--- src/core/dco_pkg.sv ---
/*
 * constants for the digital oscillator loop and clock monitor block.
 * assumes a single mclk domain at 25 MHz and an APB register bus.
 */
// Function
// - monitor drops dead selected source, switches to other
// - divider is two to exponent, capped at 512
// - exponent moves only on stage carry/borrow or a divider write
// - upper stage bits give 17 to 31 stages
// - lower stage bits set long cycles per 32
// - top code alternates 31 and 17 halved
// - each correction spans four base periods
// - coarse steps of stage bit five above 15 percent
// - smallest correction is one stage lsb
// - internal clock tracks factor times base clock
// - monitor enable refused until stable after factor change
// - loop restarts after reset, factor, trim, re-enable
// - factor changes take effect immediately; divider and stage writes need internal off
// - select bit routes external when set, internal clear
// - monitor works only with both sources on, stable
package dco_pkg;
	localparam logic [7:0] OFS_CTRL = 8'h00;
	localparam logic [7:0] OFS_MULT = 8'h04;
	localparam logic [7:0] OFS_TRIM = 8'h08;
	localparam logic [7:0] OFS_DIV = 8'h0C;
	localparam logic [7:0] OFS_STG = 8'h10;
	localparam logic [7:0] OFS_STAT = 8'h14;
	// control bit positions
	localparam int B_SEL = 0;
	localparam int B_EXT_ON = 1;
	localparam int B_INT_ON = 2;
	localparam int B_MON = 3;
	localparam int B_FLAG = 4;
	localparam int B_INT_STB = 5;
	localparam int B_EXT_STB = 6;
	localparam logic [6:0] CTRL_RST = 7'h06;
	localparam logic [6:0] MULT_RST = 7'h15;
	localparam logic [7:0] TRIM_RST = 8'h80;
	localparam logic [3:0] DIV_RST = 4'h0;
	localparam logic [7:0] STG_RST = 8'h80;
	localparam logic [3:0] DIV_MAX = 4'h9;
	localparam int CORR_BASE = 4;
	localparam logic [7:0] COARSE_STEP = 8'h20;
	localparam logic [7:0] FINE_STEP = 8'h01;
	localparam int COARSE_PCT = 15;
	localparam int FRAME = 32;
	localparam int BASE_STAGES = 17;
	localparam int TOP_STAGES = 31;
	localparam int HALVED_STAGES = 34;
	localparam logic [2:0] TOP_CODE = 3'h7;
	function automatic logic [9:0] ring_len(input logic [2:0] up);
		ring_len = 10'(BASE_STAGES) + {6'h00, up, 1'b0};
	endfunction
endpackage

--- src/core/period_counter.sv ---
/*
 * counts mclk cycles between base clock sample edges.
 * assumes base_tick is a one-cycle pulse in the mclk domain.
 */
`timescale 1ns/1ps
module period_counter (
	input wire logic mclk,
	input wire logic nrst,
	input wire logic clear,
	input wire logic base_tick,
	output logic [15:0] cycles,
	output logic done
);
	logic [15:0] cnt_r, cnt_nxt, cyc_r, cyc_nxt;
	logic [2:0] ticks_r, ticks_nxt;
	logic done_r, done_nxt;
	always_comb begin
		cnt_nxt = cnt_r + 16'h0001;
		ticks_nxt = ticks_r;
		cyc_nxt = cyc_r;
		done_nxt = 1'b0;
		if (clear) begin
			cnt_nxt = 16'h0000;
			ticks_nxt = 3'h0;
		end else if (base_tick) begin
			// window of four base periods
			if (ticks_r == 3'(dco_pkg::CORR_BASE - 1)) begin
				cyc_nxt = cnt_r;
				done_nxt = 1'b1;
				cnt_nxt = 16'h0000;
				ticks_nxt = 3'h0;
			end else begin
				ticks_nxt = ticks_r + 3'h1;
			end
		end
	end
	always_ff @(posedge mclk or negedge nrst) begin
		if (!nrst) begin
			cnt_r <= 16'h0000;
			cyc_r <= 16'h0000;
			ticks_r <= 3'h0;
			done_r <= 1'b0;
		end else begin
			cnt_r <= cnt_nxt;
			cyc_r <= cyc_nxt;
			ticks_r <= ticks_nxt;
			done_r <= done_nxt;
		end
	end
	assign cycles = cyc_r;
	assign done = done_r;
endmodule

--- src/core/dco_loop.sv ---
/*
 * loop filter, divider/ring control and clock monitor with APB slave.
 * assumes internal clock activity pulses and base ticks are mclk-synchronous.
 */
`timescale 1ns/1ps
module dco_loop (
	input wire logic mclk,
	input wire logic nrst,
	input wire logic psel,
	input wire logic penable,
	input wire logic pwrite,
	input wire logic [7:0] paddr,
	input wire logic [31:0] pwdata,
	output logic [31:0] prdata,
	output logic pready,
	output logic pslverr,
	input wire logic base_tick,
	input wire logic internal_clock_tick,
	input wire logic int_off,
	input wire logic ext_off,
	input wire logic ext_stable,
	output logic sel_external,
	output logic ring_long,
	output logic ring_halve,
	output logic [9:0] ring_stages,
	output logic [3:0] divider_exponent,
	output logic [7:0] stage_control,
	output logic monitor_flag
);
	logic [6:0] ctrl_r, ctrl_nxt;
	logic [6:0] mult_r, mult_nxt;
	logic [7:0] trim_r, trim_nxt;
	logic [3:0] div_r, div_nxt;
	logic [7:0] stg_r, stg_nxt;
	logic stable_r, stable_nxt;
	logic mflag_r, mflag_nxt;
	logic flag_seen_r, flag_seen_nxt;
	logic [4:0] frame_r, frame_nxt;
	logic [3:0] good_r, good_nxt;
	logic [15:0] icnt_r, icnt_nxt;
	logic [31:0] rdata_r, rdata_nxt;
	logic restart;
	logic [15:0] meas_cycles;
	logic meas_done;
	logic wr, rd;
	logic [17:0] target;
	logic [17:0] diff;
	logic coarse, slow, on_target;
	logic [8:0] stg_sum;
	logic fine_long;

	////////////////////////////////////////////////////////////////////
	// bus decode
	assign wr = psel && penable && pwrite;
	assign rd = psel && penable && !pwrite;
	assign pready = 1'b1;
	assign pslverr = psel && penable && !(paddr == dco_pkg::OFS_CTRL
		|| paddr == dco_pkg::OFS_MULT || paddr == dco_pkg::OFS_TRIM
		|| paddr == dco_pkg::OFS_DIV || paddr == dco_pkg::OFS_STG
		|| paddr == dco_pkg::OFS_STAT);

	// settling restarts on factor/trim writes and internal re-enable
	assign restart = (wr && (paddr == dco_pkg::OFS_MULT
		|| paddr == dco_pkg::OFS_TRIM))
		|| (!ctrl_r[dco_pkg::B_INT_ON]);

	period_counter u_meas (
		.mclk(mclk),
		.nrst(nrst),
		.clear(restart),
		.base_tick(base_tick),
		.cycles(),
		.done(meas_done)
	);
	assign meas_cycles = icnt_r;

	////////////////////////////////////////////////////////////////////
	// loop filter
	// target: four base periods hold 4*N internal cycles
	assign target = {9'h000, mult_r, 2'b00};
	assign slow = {2'b00, meas_cycles} < target;
	assign diff = slow ? target - {2'b00, meas_cycles}
		: {2'b00, meas_cycles} - target;
	// coarse while error above 15 percent
	assign coarse = ({7'h00, diff} * 25'd100)
		> ({7'h00, target} * 25'(dco_pkg::COARSE_PCT));
	assign on_target = diff == 18'h00000;

	always_comb begin
		icnt_nxt = icnt_r;
		if (restart || meas_done)
			icnt_nxt = 16'h0000;
		else if (internal_clock_tick)
			icnt_nxt = icnt_r + 16'h0001;
		stg_nxt = stg_r;
		div_nxt = div_r;
		stg_sum = 9'h000;
		stable_nxt = stable_r;
		good_nxt = good_r;
		if (restart) begin
			stable_nxt = 1'b0;
			good_nxt = 4'h0;
		end
		if (meas_done && !restart && !on_target) begin
			// too few internal cycles: shorten period, else lengthen
			if (slow) begin
				stg_sum = {1'b0, stg_r} - {1'b0, coarse
					? dco_pkg::COARSE_STEP : dco_pkg::FINE_STEP};
				// borrow halves period via exponent
				if (stg_sum[8]) begin
					if (div_r != 4'h0) begin
						div_nxt = div_r - 4'h1;
						stg_nxt = stg_sum[7:0];
					end else begin
						stg_nxt = 8'h00;
					end
				end else begin
					stg_nxt = stg_sum[7:0];
				end
			end else begin
				stg_sum = {1'b0, stg_r} + {1'b0, coarse
					? dco_pkg::COARSE_STEP : dco_pkg::FINE_STEP};
				// carry doubles period via exponent
				if (stg_sum[8]) begin
					if (div_r < dco_pkg::DIV_MAX) begin
						div_nxt = div_r + 4'h1;
						stg_nxt = stg_sum[7:0];
					end else begin
						stg_nxt = 8'hFF;
					end
				end else begin
					stg_nxt = stg_sum[7:0];
				end
			end
		end
		if (meas_done && !restart) begin
			if (!coarse)
				good_nxt = (good_r == 4'hF) ? good_r : good_r + 4'h1;
			else
				good_nxt = 4'h0;
			stable_nxt = !coarse && good_r >= 4'h7;
		end
		// divider and stage writes allowed only while internal generator is off
		if (wr && !ctrl_r[dco_pkg::B_INT_ON]) begin
			if (paddr == dco_pkg::OFS_DIV)
				div_nxt = pwdata[3:0];
			if (paddr == dco_pkg::OFS_STG)
				stg_nxt = pwdata[7:0];
		end
	end

	////////////////////////////////////////////////////////////////////
	// ring and fine adjust
	always_comb begin
		frame_nxt = frame_r + 5'h01;
		// long length for stage[4:0] cycles of each 32
		fine_long = frame_r < stg_r[4:0];
	end
	assign ring_long = fine_long;
	// top code: 31 when long, else 17 halved for 34
	assign ring_halve = (stg_r[7:5] == dco_pkg::TOP_CODE) && !fine_long;
	always_comb begin
		if (stg_r[7:5] == dco_pkg::TOP_CODE)
			ring_stages = fine_long ? 10'(dco_pkg::TOP_STAGES)
				: 10'(dco_pkg::HALVED_STAGES);
		else
			ring_stages = dco_pkg::ring_len(stg_r[7:5])
				+ (fine_long ? 10'h002 : 10'h000);
	end
	// saturate codes above nine to nine
	assign divider_exponent = (div_r > dco_pkg::DIV_MAX)
		? dco_pkg::DIV_MAX : div_r;
	assign stage_control = stg_r;

	////////////////////////////////////////////////////////////////////
	// control register and monitor
	always_comb begin
		ctrl_nxt = ctrl_r;
		mult_nxt = mult_r;
		trim_nxt = trim_r;
		mflag_nxt = mflag_r;
		flag_seen_nxt = flag_seen_r;
		if (rd && paddr == dco_pkg::OFS_CTRL && mflag_r)
			flag_seen_nxt = 1'b1;
		if (wr && paddr == dco_pkg::OFS_CTRL) begin
			ctrl_nxt[dco_pkg::B_SEL] = pwdata[dco_pkg::B_SEL];
			ctrl_nxt[dco_pkg::B_EXT_ON] = pwdata[dco_pkg::B_EXT_ON];
			ctrl_nxt[dco_pkg::B_INT_ON] = pwdata[dco_pkg::B_INT_ON];
			// enable only with both on and stable
			ctrl_nxt[dco_pkg::B_MON] = pwdata[dco_pkg::B_MON]
				&& pwdata[dco_pkg::B_EXT_ON] && pwdata[dco_pkg::B_INT_ON]
				&& ctrl_r[dco_pkg::B_EXT_ON] && ctrl_r[dco_pkg::B_INT_ON]
				&& stable_r && ext_stable;
			// read then write of zero clears flag
			if (flag_seen_r && !pwdata[dco_pkg::B_FLAG]) begin
				mflag_nxt = 1'b0;
				flag_seen_nxt = 1'b0;
			end
		end
		// new factor takes effect at once
		if (wr && paddr == dco_pkg::OFS_MULT)
			mult_nxt = pwdata[6:0];
		if (wr && paddr == dco_pkg::OFS_TRIM)
			trim_nxt = pwdata[7:0];
		// dead source dropped, live one selected; set beats clear
		if (ctrl_r[dco_pkg::B_MON]) begin
			if (ctrl_r[dco_pkg::B_SEL] && ext_off) begin
				ctrl_nxt[dco_pkg::B_SEL] = 1'b0;
				mflag_nxt = 1'b1;
			end else if (!ctrl_r[dco_pkg::B_SEL] && int_off) begin
				ctrl_nxt[dco_pkg::B_SEL] = 1'b1;
				mflag_nxt = 1'b1;
			end
		end
		rdata_nxt = 32'h00000000;
		if (psel && !penable && !pwrite) begin
			unique case (paddr)
				dco_pkg::OFS_CTRL: rdata_nxt = {25'h0000000, ext_stable,
					stable_r, mflag_r, ctrl_r[3:0]};
				dco_pkg::OFS_MULT: rdata_nxt = {25'h0000000, mult_r};
				dco_pkg::OFS_TRIM: rdata_nxt = {24'h000000, trim_r};
				dco_pkg::OFS_DIV: rdata_nxt = {28'h0000000, div_r};
				dco_pkg::OFS_STG: rdata_nxt = {24'h000000, stg_r};
				dco_pkg::OFS_STAT: rdata_nxt = {27'h0000000, frame_r};
				default: rdata_nxt = 32'h00000000;
			endcase
		end else begin
			rdata_nxt = rdata_r;
		end
	end
	always_ff @(posedge mclk or negedge nrst) begin
		if (!nrst) begin
			ctrl_r <= dco_pkg::CTRL_RST;
			mult_r <= dco_pkg::MULT_RST;
			trim_r <= dco_pkg::TRIM_RST;
			div_r <= dco_pkg::DIV_RST;
			stg_r <= dco_pkg::STG_RST;
			stable_r <= 1'b0;
			mflag_r <= 1'b0;
			flag_seen_r <= 1'b0;
			frame_r <= 5'h00;
			good_r <= 4'h0;
			icnt_r <= 16'h0000;
			rdata_r <= 32'h00000000;
		end else begin
			ctrl_r <= ctrl_nxt;
			mult_r <= mult_nxt;
			trim_r <= trim_nxt;
			div_r <= div_nxt;
			stg_r <= stg_nxt;
			stable_r <= stable_nxt;
			mflag_r <= mflag_nxt;
			flag_seen_r <= flag_seen_nxt;
			frame_r <= frame_nxt;
			good_r <= good_nxt;
			icnt_r <= icnt_nxt;
			rdata_r <= rdata_nxt;
		end
	end
	// external when set, internal when clear
	assign sel_external = ctrl_r[dco_pkg::B_SEL];
	assign monitor_flag = mflag_r;
	assign prdata = rdata_r;
endmodule

--- config.mk ---
export PLATFORM = sky130hd
export DESIGN_NAME = dco_loop
export DESIGN_NICKNAME = d
export VERILOG_FILES = /design/src/core/dco_pkg.sv /design/src/core/period_counter.sv /design/src/core/dco_loop.sv
export SDC_FILE = /design/constraint.sdc
export NUM_CORES = 1
export LEC_CHECK = 0
export ABC_AREA = 1
export BUFFER_PORTS_ARGS = -buffer_cell sky130_fd_sc_hd__clkbuf_2
export CORE_ASPECT_RATIO = 0.8
export CORE_MARGIN = 2
export CORE_UTILIZATION = 30
export CTS_BUF_LIST = sky130_fd_sc_hd__clkbuf_4 sky130_fd_sc_hd__clkbuf_8
export CTS_CLUSTER_SIZE = 24
export DETAILED_ROUTE_END_ITERATION = 7
export GPL_TIMING_DRIVEN = 0
export PLACE_DENSITY = 0.58
export SLEW_MARGIN = 20
export SYNTH_ARGS = -nofsm -noshare
export SYNTH_HDL_FRONTEND = slang
export SYNTH_SLANG_ARGS = --single-unit
--- constraint.sdc ---
create_clock -name mclk -period 23.2 [get_ports mclk]
set_clock_uncertainty 0.2 [all_clocks]
set_input_delay 2.32 -clock mclk [delete_from_list [all_inputs] [get_ports mclk]]
set_output_delay 2.32 -clock mclk [all_outputs]
set_load 0.01 [all_outputs]
# Word level (Yosys, flattened, before mapping)
# Cells that the tools add are included.
# totals
output_inout_bits	60
mem_bits_rw	0
elab_cells	144
mem_count	0
inputBits	50
ff_bits	95
mem_bits_ro	0
latch_bits	0
# classes
n_shift	0
multipliers	2
bitwise	0
div	0
order_cmp	6
addsub	12
muxes	49
reduce_logical	51
eq_ne	9
# op_table
cell	n
$mux 8	8
$mux 4	13
$pmux 8 s6	1
$mux 16	2
$logic_and 1x1->1	26
$gt 25x13->1	1
$mul 18x5->23 const B	1
$logic_not 18->1	1
$mux 18	1
$mux 1	17
$sub 16x9->17	1
$sub 9x16->17	1
$add 16x1->16 const B	1
$eq 8x4->1 const B	2
$eq 8x5->1 const B	2
$lt 16x9->1	1
$mux 6	2
$mul 7x4->11 const B	1
$logic_not 1->1	10
$add 8x6->9	1
$mux 3	3
$sub 8x8->9	1
$add 4x1->4 const B	2
$eq 8x3->1 const B	1
20 further kinds	29

# Longest topological paths before layout
# depth
depth_word	12
ltp_mapped	54
mapped_depth_nobuf	53

# Modules after synthesis
# A second synthesis with hierarchy kept.
# unflattened
hier_cells	1362
area_unflattened_um2	9937.0
# modules_own_cells
mod	seq_area_each_um2	n_inst	area_per_inst_um2	cells_each
dco_loop	1685.4	1	8309.2	1162
period_counter	900.9	1	1627.8	200

# Least setup slack after synthesis
# No wires, ideal clock.
# synth_timing
path_type	reg-to-reg
startpoint	register mult_r[4]
endpoint	register div_r[2]
n_path_buf	2
stages_incl_launch_ff	50
setup_time_ns	0.126
required_ns	22.874
arrival_ns	7.208
slack_ns	15.665
synth_period_minus_slack_ns	7.535
cell_sequence	dfstp_2 > inv_1 > ha_1 > nand2_1 > nand2_1 > a21oi_4 > nand3_4 > buf_2 > buf_2 > o21ai_0 > xor2_1 > inv_1 > ha_1 > ha_1 > inv_1 > fa_1 > inv_1 > ha_1 > [... 14 more ...] > nor2_1 > nand2_1 > inv_1 > ha_1 > ha_1 > nand2_1 > nor2_1 > nand2_1 > a21oi_1 > nand3_1 > inv_1 > nand2_1 > a21oi_1 > o31ai_1 > o21ai_0 > nand2_1 > nand3_1 > o21ai_0
# synth_via
elab_chain_len	11
word_cells_on_any_way	19
classes_between	add/sub (4); mul (2); order compare (2); mux (8); reduce/logical (3)
# synth_rtl
item	line	rtl
from (decl)	dco_loop.sv:31	logic [6:0] mult_r, mult_nxt;
from (signal assigned)	dco_loop.sv:234	mult_r <= dco_pkg::MULT_RST;
from (signal assigned)	dco_loop.sv:247	mult_r <= mult_nxt;
$sub 16x9->17 (tied with other cells)	dco_loop.sv:83	: {2'b00, meas_cycles} - target;
$mux 18	dco_loop.sv:82	assign diff = slow ? target - {2'b00, meas_cycles}
$mul 18x5->23	dco_loop.sv:85	assign coarse = ({7'h00, diff} * 25'd100)
$gt 25x13->1	dco_loop.sv:86	> ({7'h00, target} * 25'(dco_pkg::COARSE_PCT));
$mux 6	dco_loop.sv:108, dco_loop.sv:122	
$add 8x6->9 or $sub 8x8->9 (tied branches)	dco_loop.sv:121, dco_loop.sv:107	
$mux 4 (on tied branches)	dco_loop.sv:124, dco_loop.sv:110	
$mux 4	dco_loop.sv:106	if (slow) begin
$mux 4 (*)	dco_loop.sv:104	if (meas_done && !restart && !on_target) begin
$mux 4	dco_loop.sv:145	if (paddr == dco_pkg::OFS_DIV)
$mux 4 (*)	dco_loop.sv:144	if (wr && !ctrl_r[dco_pkg::B_INT_ON]) begin
named net div_nxt[2]	dco_loop.sv:33	logic [3:0] div_r, div_nxt;
to (signal assigned)	dco_loop.sv:236	div_r <= dco_pkg::DIV_RST;
to (signal assigned)	dco_loop.sv:249	div_r <= div_nxt;
to (decl)	dco_loop.sv:33	
# The timed path passes the listed nets; every way through them passes the cells marked *.
# A chain may end at the register's enable or synchronous reset.

# Worst setup path in the final report
# layout_timing
startpoint	register mult_r[5]
endpoint	register stg_r[0], in the netlist stage_control[0]
# layout_via
elab_chain_len	12
word_cells_on_any_way	21
classes_between	add/sub (4); mul (2); order compare (2); mux (10); reduce/logical (3)
# layout_rtl
item	line	rtl
$sub 16x9->17 (tied with other cells)	dco_loop.sv:83	
$mux 18	dco_loop.sv:82	
$mul 18x5->23	dco_loop.sv:85	
$gt 25x13->1	dco_loop.sv:86	
$mux 6	dco_loop.sv:108, dco_loop.sv:122	
$add 8x6->9 or $sub 8x8->9 (tied branches)	dco_loop.sv:121, dco_loop.sv:107	
$mux 8 (on tied branches)	dco_loop.sv:125, dco_loop.sv:111	
$mux 8 (on tied branches)	dco_loop.sv:124, dco_loop.sv:110	
$mux 8	dco_loop.sv:106	
$mux 8 (*)	dco_loop.sv:104	
$mux 8	dco_loop.sv:147	if (paddr == dco_pkg::OFS_STG)
$mux 8 (*)	dco_loop.sv:144	
named net stg_nxt[0]	dco_loop.sv:34	logic [7:0] stg_r, stg_nxt;
to (signal assigned)	dco_loop.sv:237	stg_r <= dco_pkg::STG_RST;
to (signal assigned)	dco_loop.sv:250	stg_r <= stg_nxt;
to (decl)	dco_loop.sv:34	
# Marked as above.

==> summary.md <==
| Metric | Value |
|---|---|
| Clk buf depth | `2` |
| Cells after Synth | `1299` |
| Initial antenna violation count | `0` |
| Placement Rows | `56` |
| Post-CTS setup buffer count | `0` |
| Hold WS | `0.291 ns` |
| Actual slew at the worst max-slew pin | `around 0.85 ns` |
| Clock slew at reported path FFs | `0.09 ns` |
| EDFF count, synth | `0` |
| Leakage | `5.40 nW` |
| Core area | `between 20000 and 30000 µm²` |
| First-pass GRT wire length | `between 30 and 40 mm` |
| Routability cong. | `0.887` |
| Via/cell ratio | `approximately 4.7` |
| Final std cells w/o fill | `1776` |
| Largest net degree at the start of global routing | `44` |
| Crit path buf inv count | `8` |
| Clk sinks | `71` |
| Fin nets | `about 1600` |
| Most frequent CP cell | `nand2_1` |
| Synth area leader | `dfrtp_1` |
| Post_cts resized | `0` |
| DRC violations left | `0` |
| Top cells by area, synth | `dfrtp_1 18%, ha_1 17%, nand2_1 13%` |
| CP peak stage delay | `about 0.67 ns` |
| Dpl cells | `1760` |
| Io pins | `between 100 and 150` |
| Synthesis warning total | `0` |
| Async S/R FF share, synth | `100%` |
| Starting Density | `30.5%` |
| FILL cells | `about 3200` |
| Synth Cell Area | `8930 µm²` |
| Root buffer cell | `clkbuf_8` |
| Clock buffer count from CTS | `9` |
| Final Cycle Share | `40.5%` |
| Grt total ovfl | `0` |
| Power Total | `~0.42 mW` |
| Critical-path maximum fanout | `10` |
| Max VDD drop | `0.0000207 V` |
| RSZ-0062 raised after global routing | `false` |
| Wirelength per Cell | `13.9 µm` |
| Max-slew violation count | `0` |
| Setup-failing EPs final | `0` |
| Final WL | `24.6 mm` |
| Post-place setup slack | `13.93 ns` |
| Synth Register Bits | `71` |
| Worst Path Arrival | `9.49 ns` |
| Final worst slack | `13.79 ns` |
| Final Hold Fails | `0` |
| H-tree depth | `3` |
| Fraction of layout cells with a size suffix above 1 | `11.4%` |
| Post-DP HPWL | `20.8 mm` |
| Mean area per synthesized cell | `roughly 6.9 µm²` |
| Sequential fraction of the synthesis area | `20.0%` |
| Slew headroom | `43.0%` |
| CTS tree | `built` |
| Setup CP Type | `register to register` |
| 1st-pass router iterations | `6` |
| Crit-path slowest cell | `dfrtp_1` |
| I/O Buffers | `56` |
| Worst Path Required | `23.29 ns` |
| Hold buffer count at CTS | `0` |
| Crit end category | `register` |
| Area grow syn2layout | `12.0%` |
| Die Span Y | `158 µm` |
| Die ar. | `31200 µm²` |
| Final setup TNS | `0 ns` |
| Max-cap violations | `0` |
| Worst Hold Class | `register to register` |
| Power Dens Cells | `42.1 nW/µm²` |
| Total GRT Usage | `15.9%` |
| Top cell type's share of synthesized area | `17.9%` |
| Status | `finished, final reports clean` |
| Max Fclk | `approximately 110 MHz` |
| Synth cell types | `55` |
| Worst setup SP type | `register` |
| Clock latency on the worst-skew pair | `around 0.36 ns` |
| Die width | `just under 200 µm` |
| Vias in the first global route | `about 7600` |
| DR vias | `8386` |
| DR iter-0 viols | `677` |
| Critical path's top delay family | `simple AND/OR/NAND/NOR gates` |
| Diode count | `0` |
| Fin crit period | `9.41 ns` |
| Top FF cell, synth | `dfrtp_1` |
| Antenna-violating nets left | `0` |
## layer usage
metal,vias to the layer above,GRT usage [%],wire length (µm)
li1,4269,-,-
met1,3898,26.1,13500
met2,207,22.3,9790
met3,12,1.69,1220
met4,0,2.15,124
met5,-,0,0
## power breakdown
| group | switching, mW | total (mW) | internal, mW | leakage (nW) |
|---|---|---|---|---|
| Sequential | 0.00259 | 0.128 | 0.125 | 0.906 |
| Clock | 0.0565 | 0.0975 | 0.0411 | 0.0927 |
| Combinational | 0.127 | 0.195 | 0.0684 | 4.40 |
| Total | 0.186 | 0.421 | 0.235 | 5.40 |
## state kept, by name (all words and copies together), names as in the netlist, 3 cells and up
register and flops:
ctrl_r 4, div_r 4, frame_r 5, good_r 4, icnt_r 16, mult_r 7
prdata 8, stage_control 8, trim_r 8, u_meas.ticks_r 3
## placed cells by master (no fill, tap or decap), drive strengths merged, types with 13 or more instances in the layout
master  count
a21oi      47
a31oi      13
buf        36
clkbuf     73
conb       29
dfrtp      64
fa         26
ha        119
inv       254
nand2     330
nand3      77
nand4      15
nor2      107
nor3       33
o21ai      63
xor2       34
## metrics by stage
stage,utilization [%],area (µm²)
after floorplan,-,9030
after global placement,33.4,9780
after detailed placement,33.5,9810
after CTS,34.1,10000
after global routing,34.1,10000
final,34.1,10000
## area by class of cell
type / count / area (µm²) / area share (%)
Sequential cell: 71 / 1790 / 17.9
Tap cell: 377 / 472 / 4.72
Timing Repair Buffer: 57 / 310 / 3.10
Multi-Input combinational cell: 962 / 6010 / 60.2
Inverter: 250 / 943 / 9.44
Clock inverter: 7 / 62.6 / 0.626
Clock buffer: 9 / 124 / 1.24
Buffer: 43 / 287 / 2.87
## Yosys cell counts, types with 8 or more instances
| cell type | n |
|---|---|
| nor2_2 | 8 |
| nor2_1 | 97 |
| nand2_2 | 10 |
| xor2_1 | 34 |
| a21oi_1 | 46 |
| fa_1 | 26 |
| clkbuf_1 | 8 |
| nand3_1 | 73 |
| nand2_1 | 318 |
| dfrtp_1 | 64 |
| inv_2 | 8 |
| buf_4 | 30 |
| xnor2_1 | 9 |
| o21ai_0 | 60 |
| inv_1 | 241 |
| a31oi_1 | 13 |
| nand4_1 | 15 |
| ha_1 | 119 |
| nor3_1 | 29 |
## kinds of logic after synthesis
kind of cell	synth area share (%)
AOI/OAI and AO/OA	10.7
xor gates and xnor gates	4.40
adders and majority gates	22.5
buffers and inverters	13.8
DFF	20.0
other	0.0841
and+or+nand+nor	28.5
## worst min-delay path, stage by stage, from the launching register on
cell,delay (ns)
dfrtp_1,0.35
nand2_1,0.05
o21ai_0,0.06
## final timing paths
kind / from / end / depth (start not counted) / slack, ns
worst min register to register: prdata[5]$_DFFE_PN0P_ / prdata[5]$_DFFE_PN0P_ / 2 / 0.29
min in group asynchronous: nrst / frame_r[4]$_DFF_PN0_ / 1 / 1.72
worst max register to register: mult_r[5]$_DFFE_PN0P_ / stage_control[0]$_DFF_PN0_ / 45 / 13.79
worst max-delay path: mult_r[5]$_DFFE_PN0P_ / stage_control[0]$_DFF_PN0_ / 45 / 13.79
max in group asynchronous: nrst / mult_r[2]$_DFFE_PN1P_ / 2 / 20.43
worst min-delay path: prdata[5]$_DFFE_PN0P_ / prdata[5]$_DFFE_PN0P_ / 2 / 0.29
(Power assumes the default switching activity.)
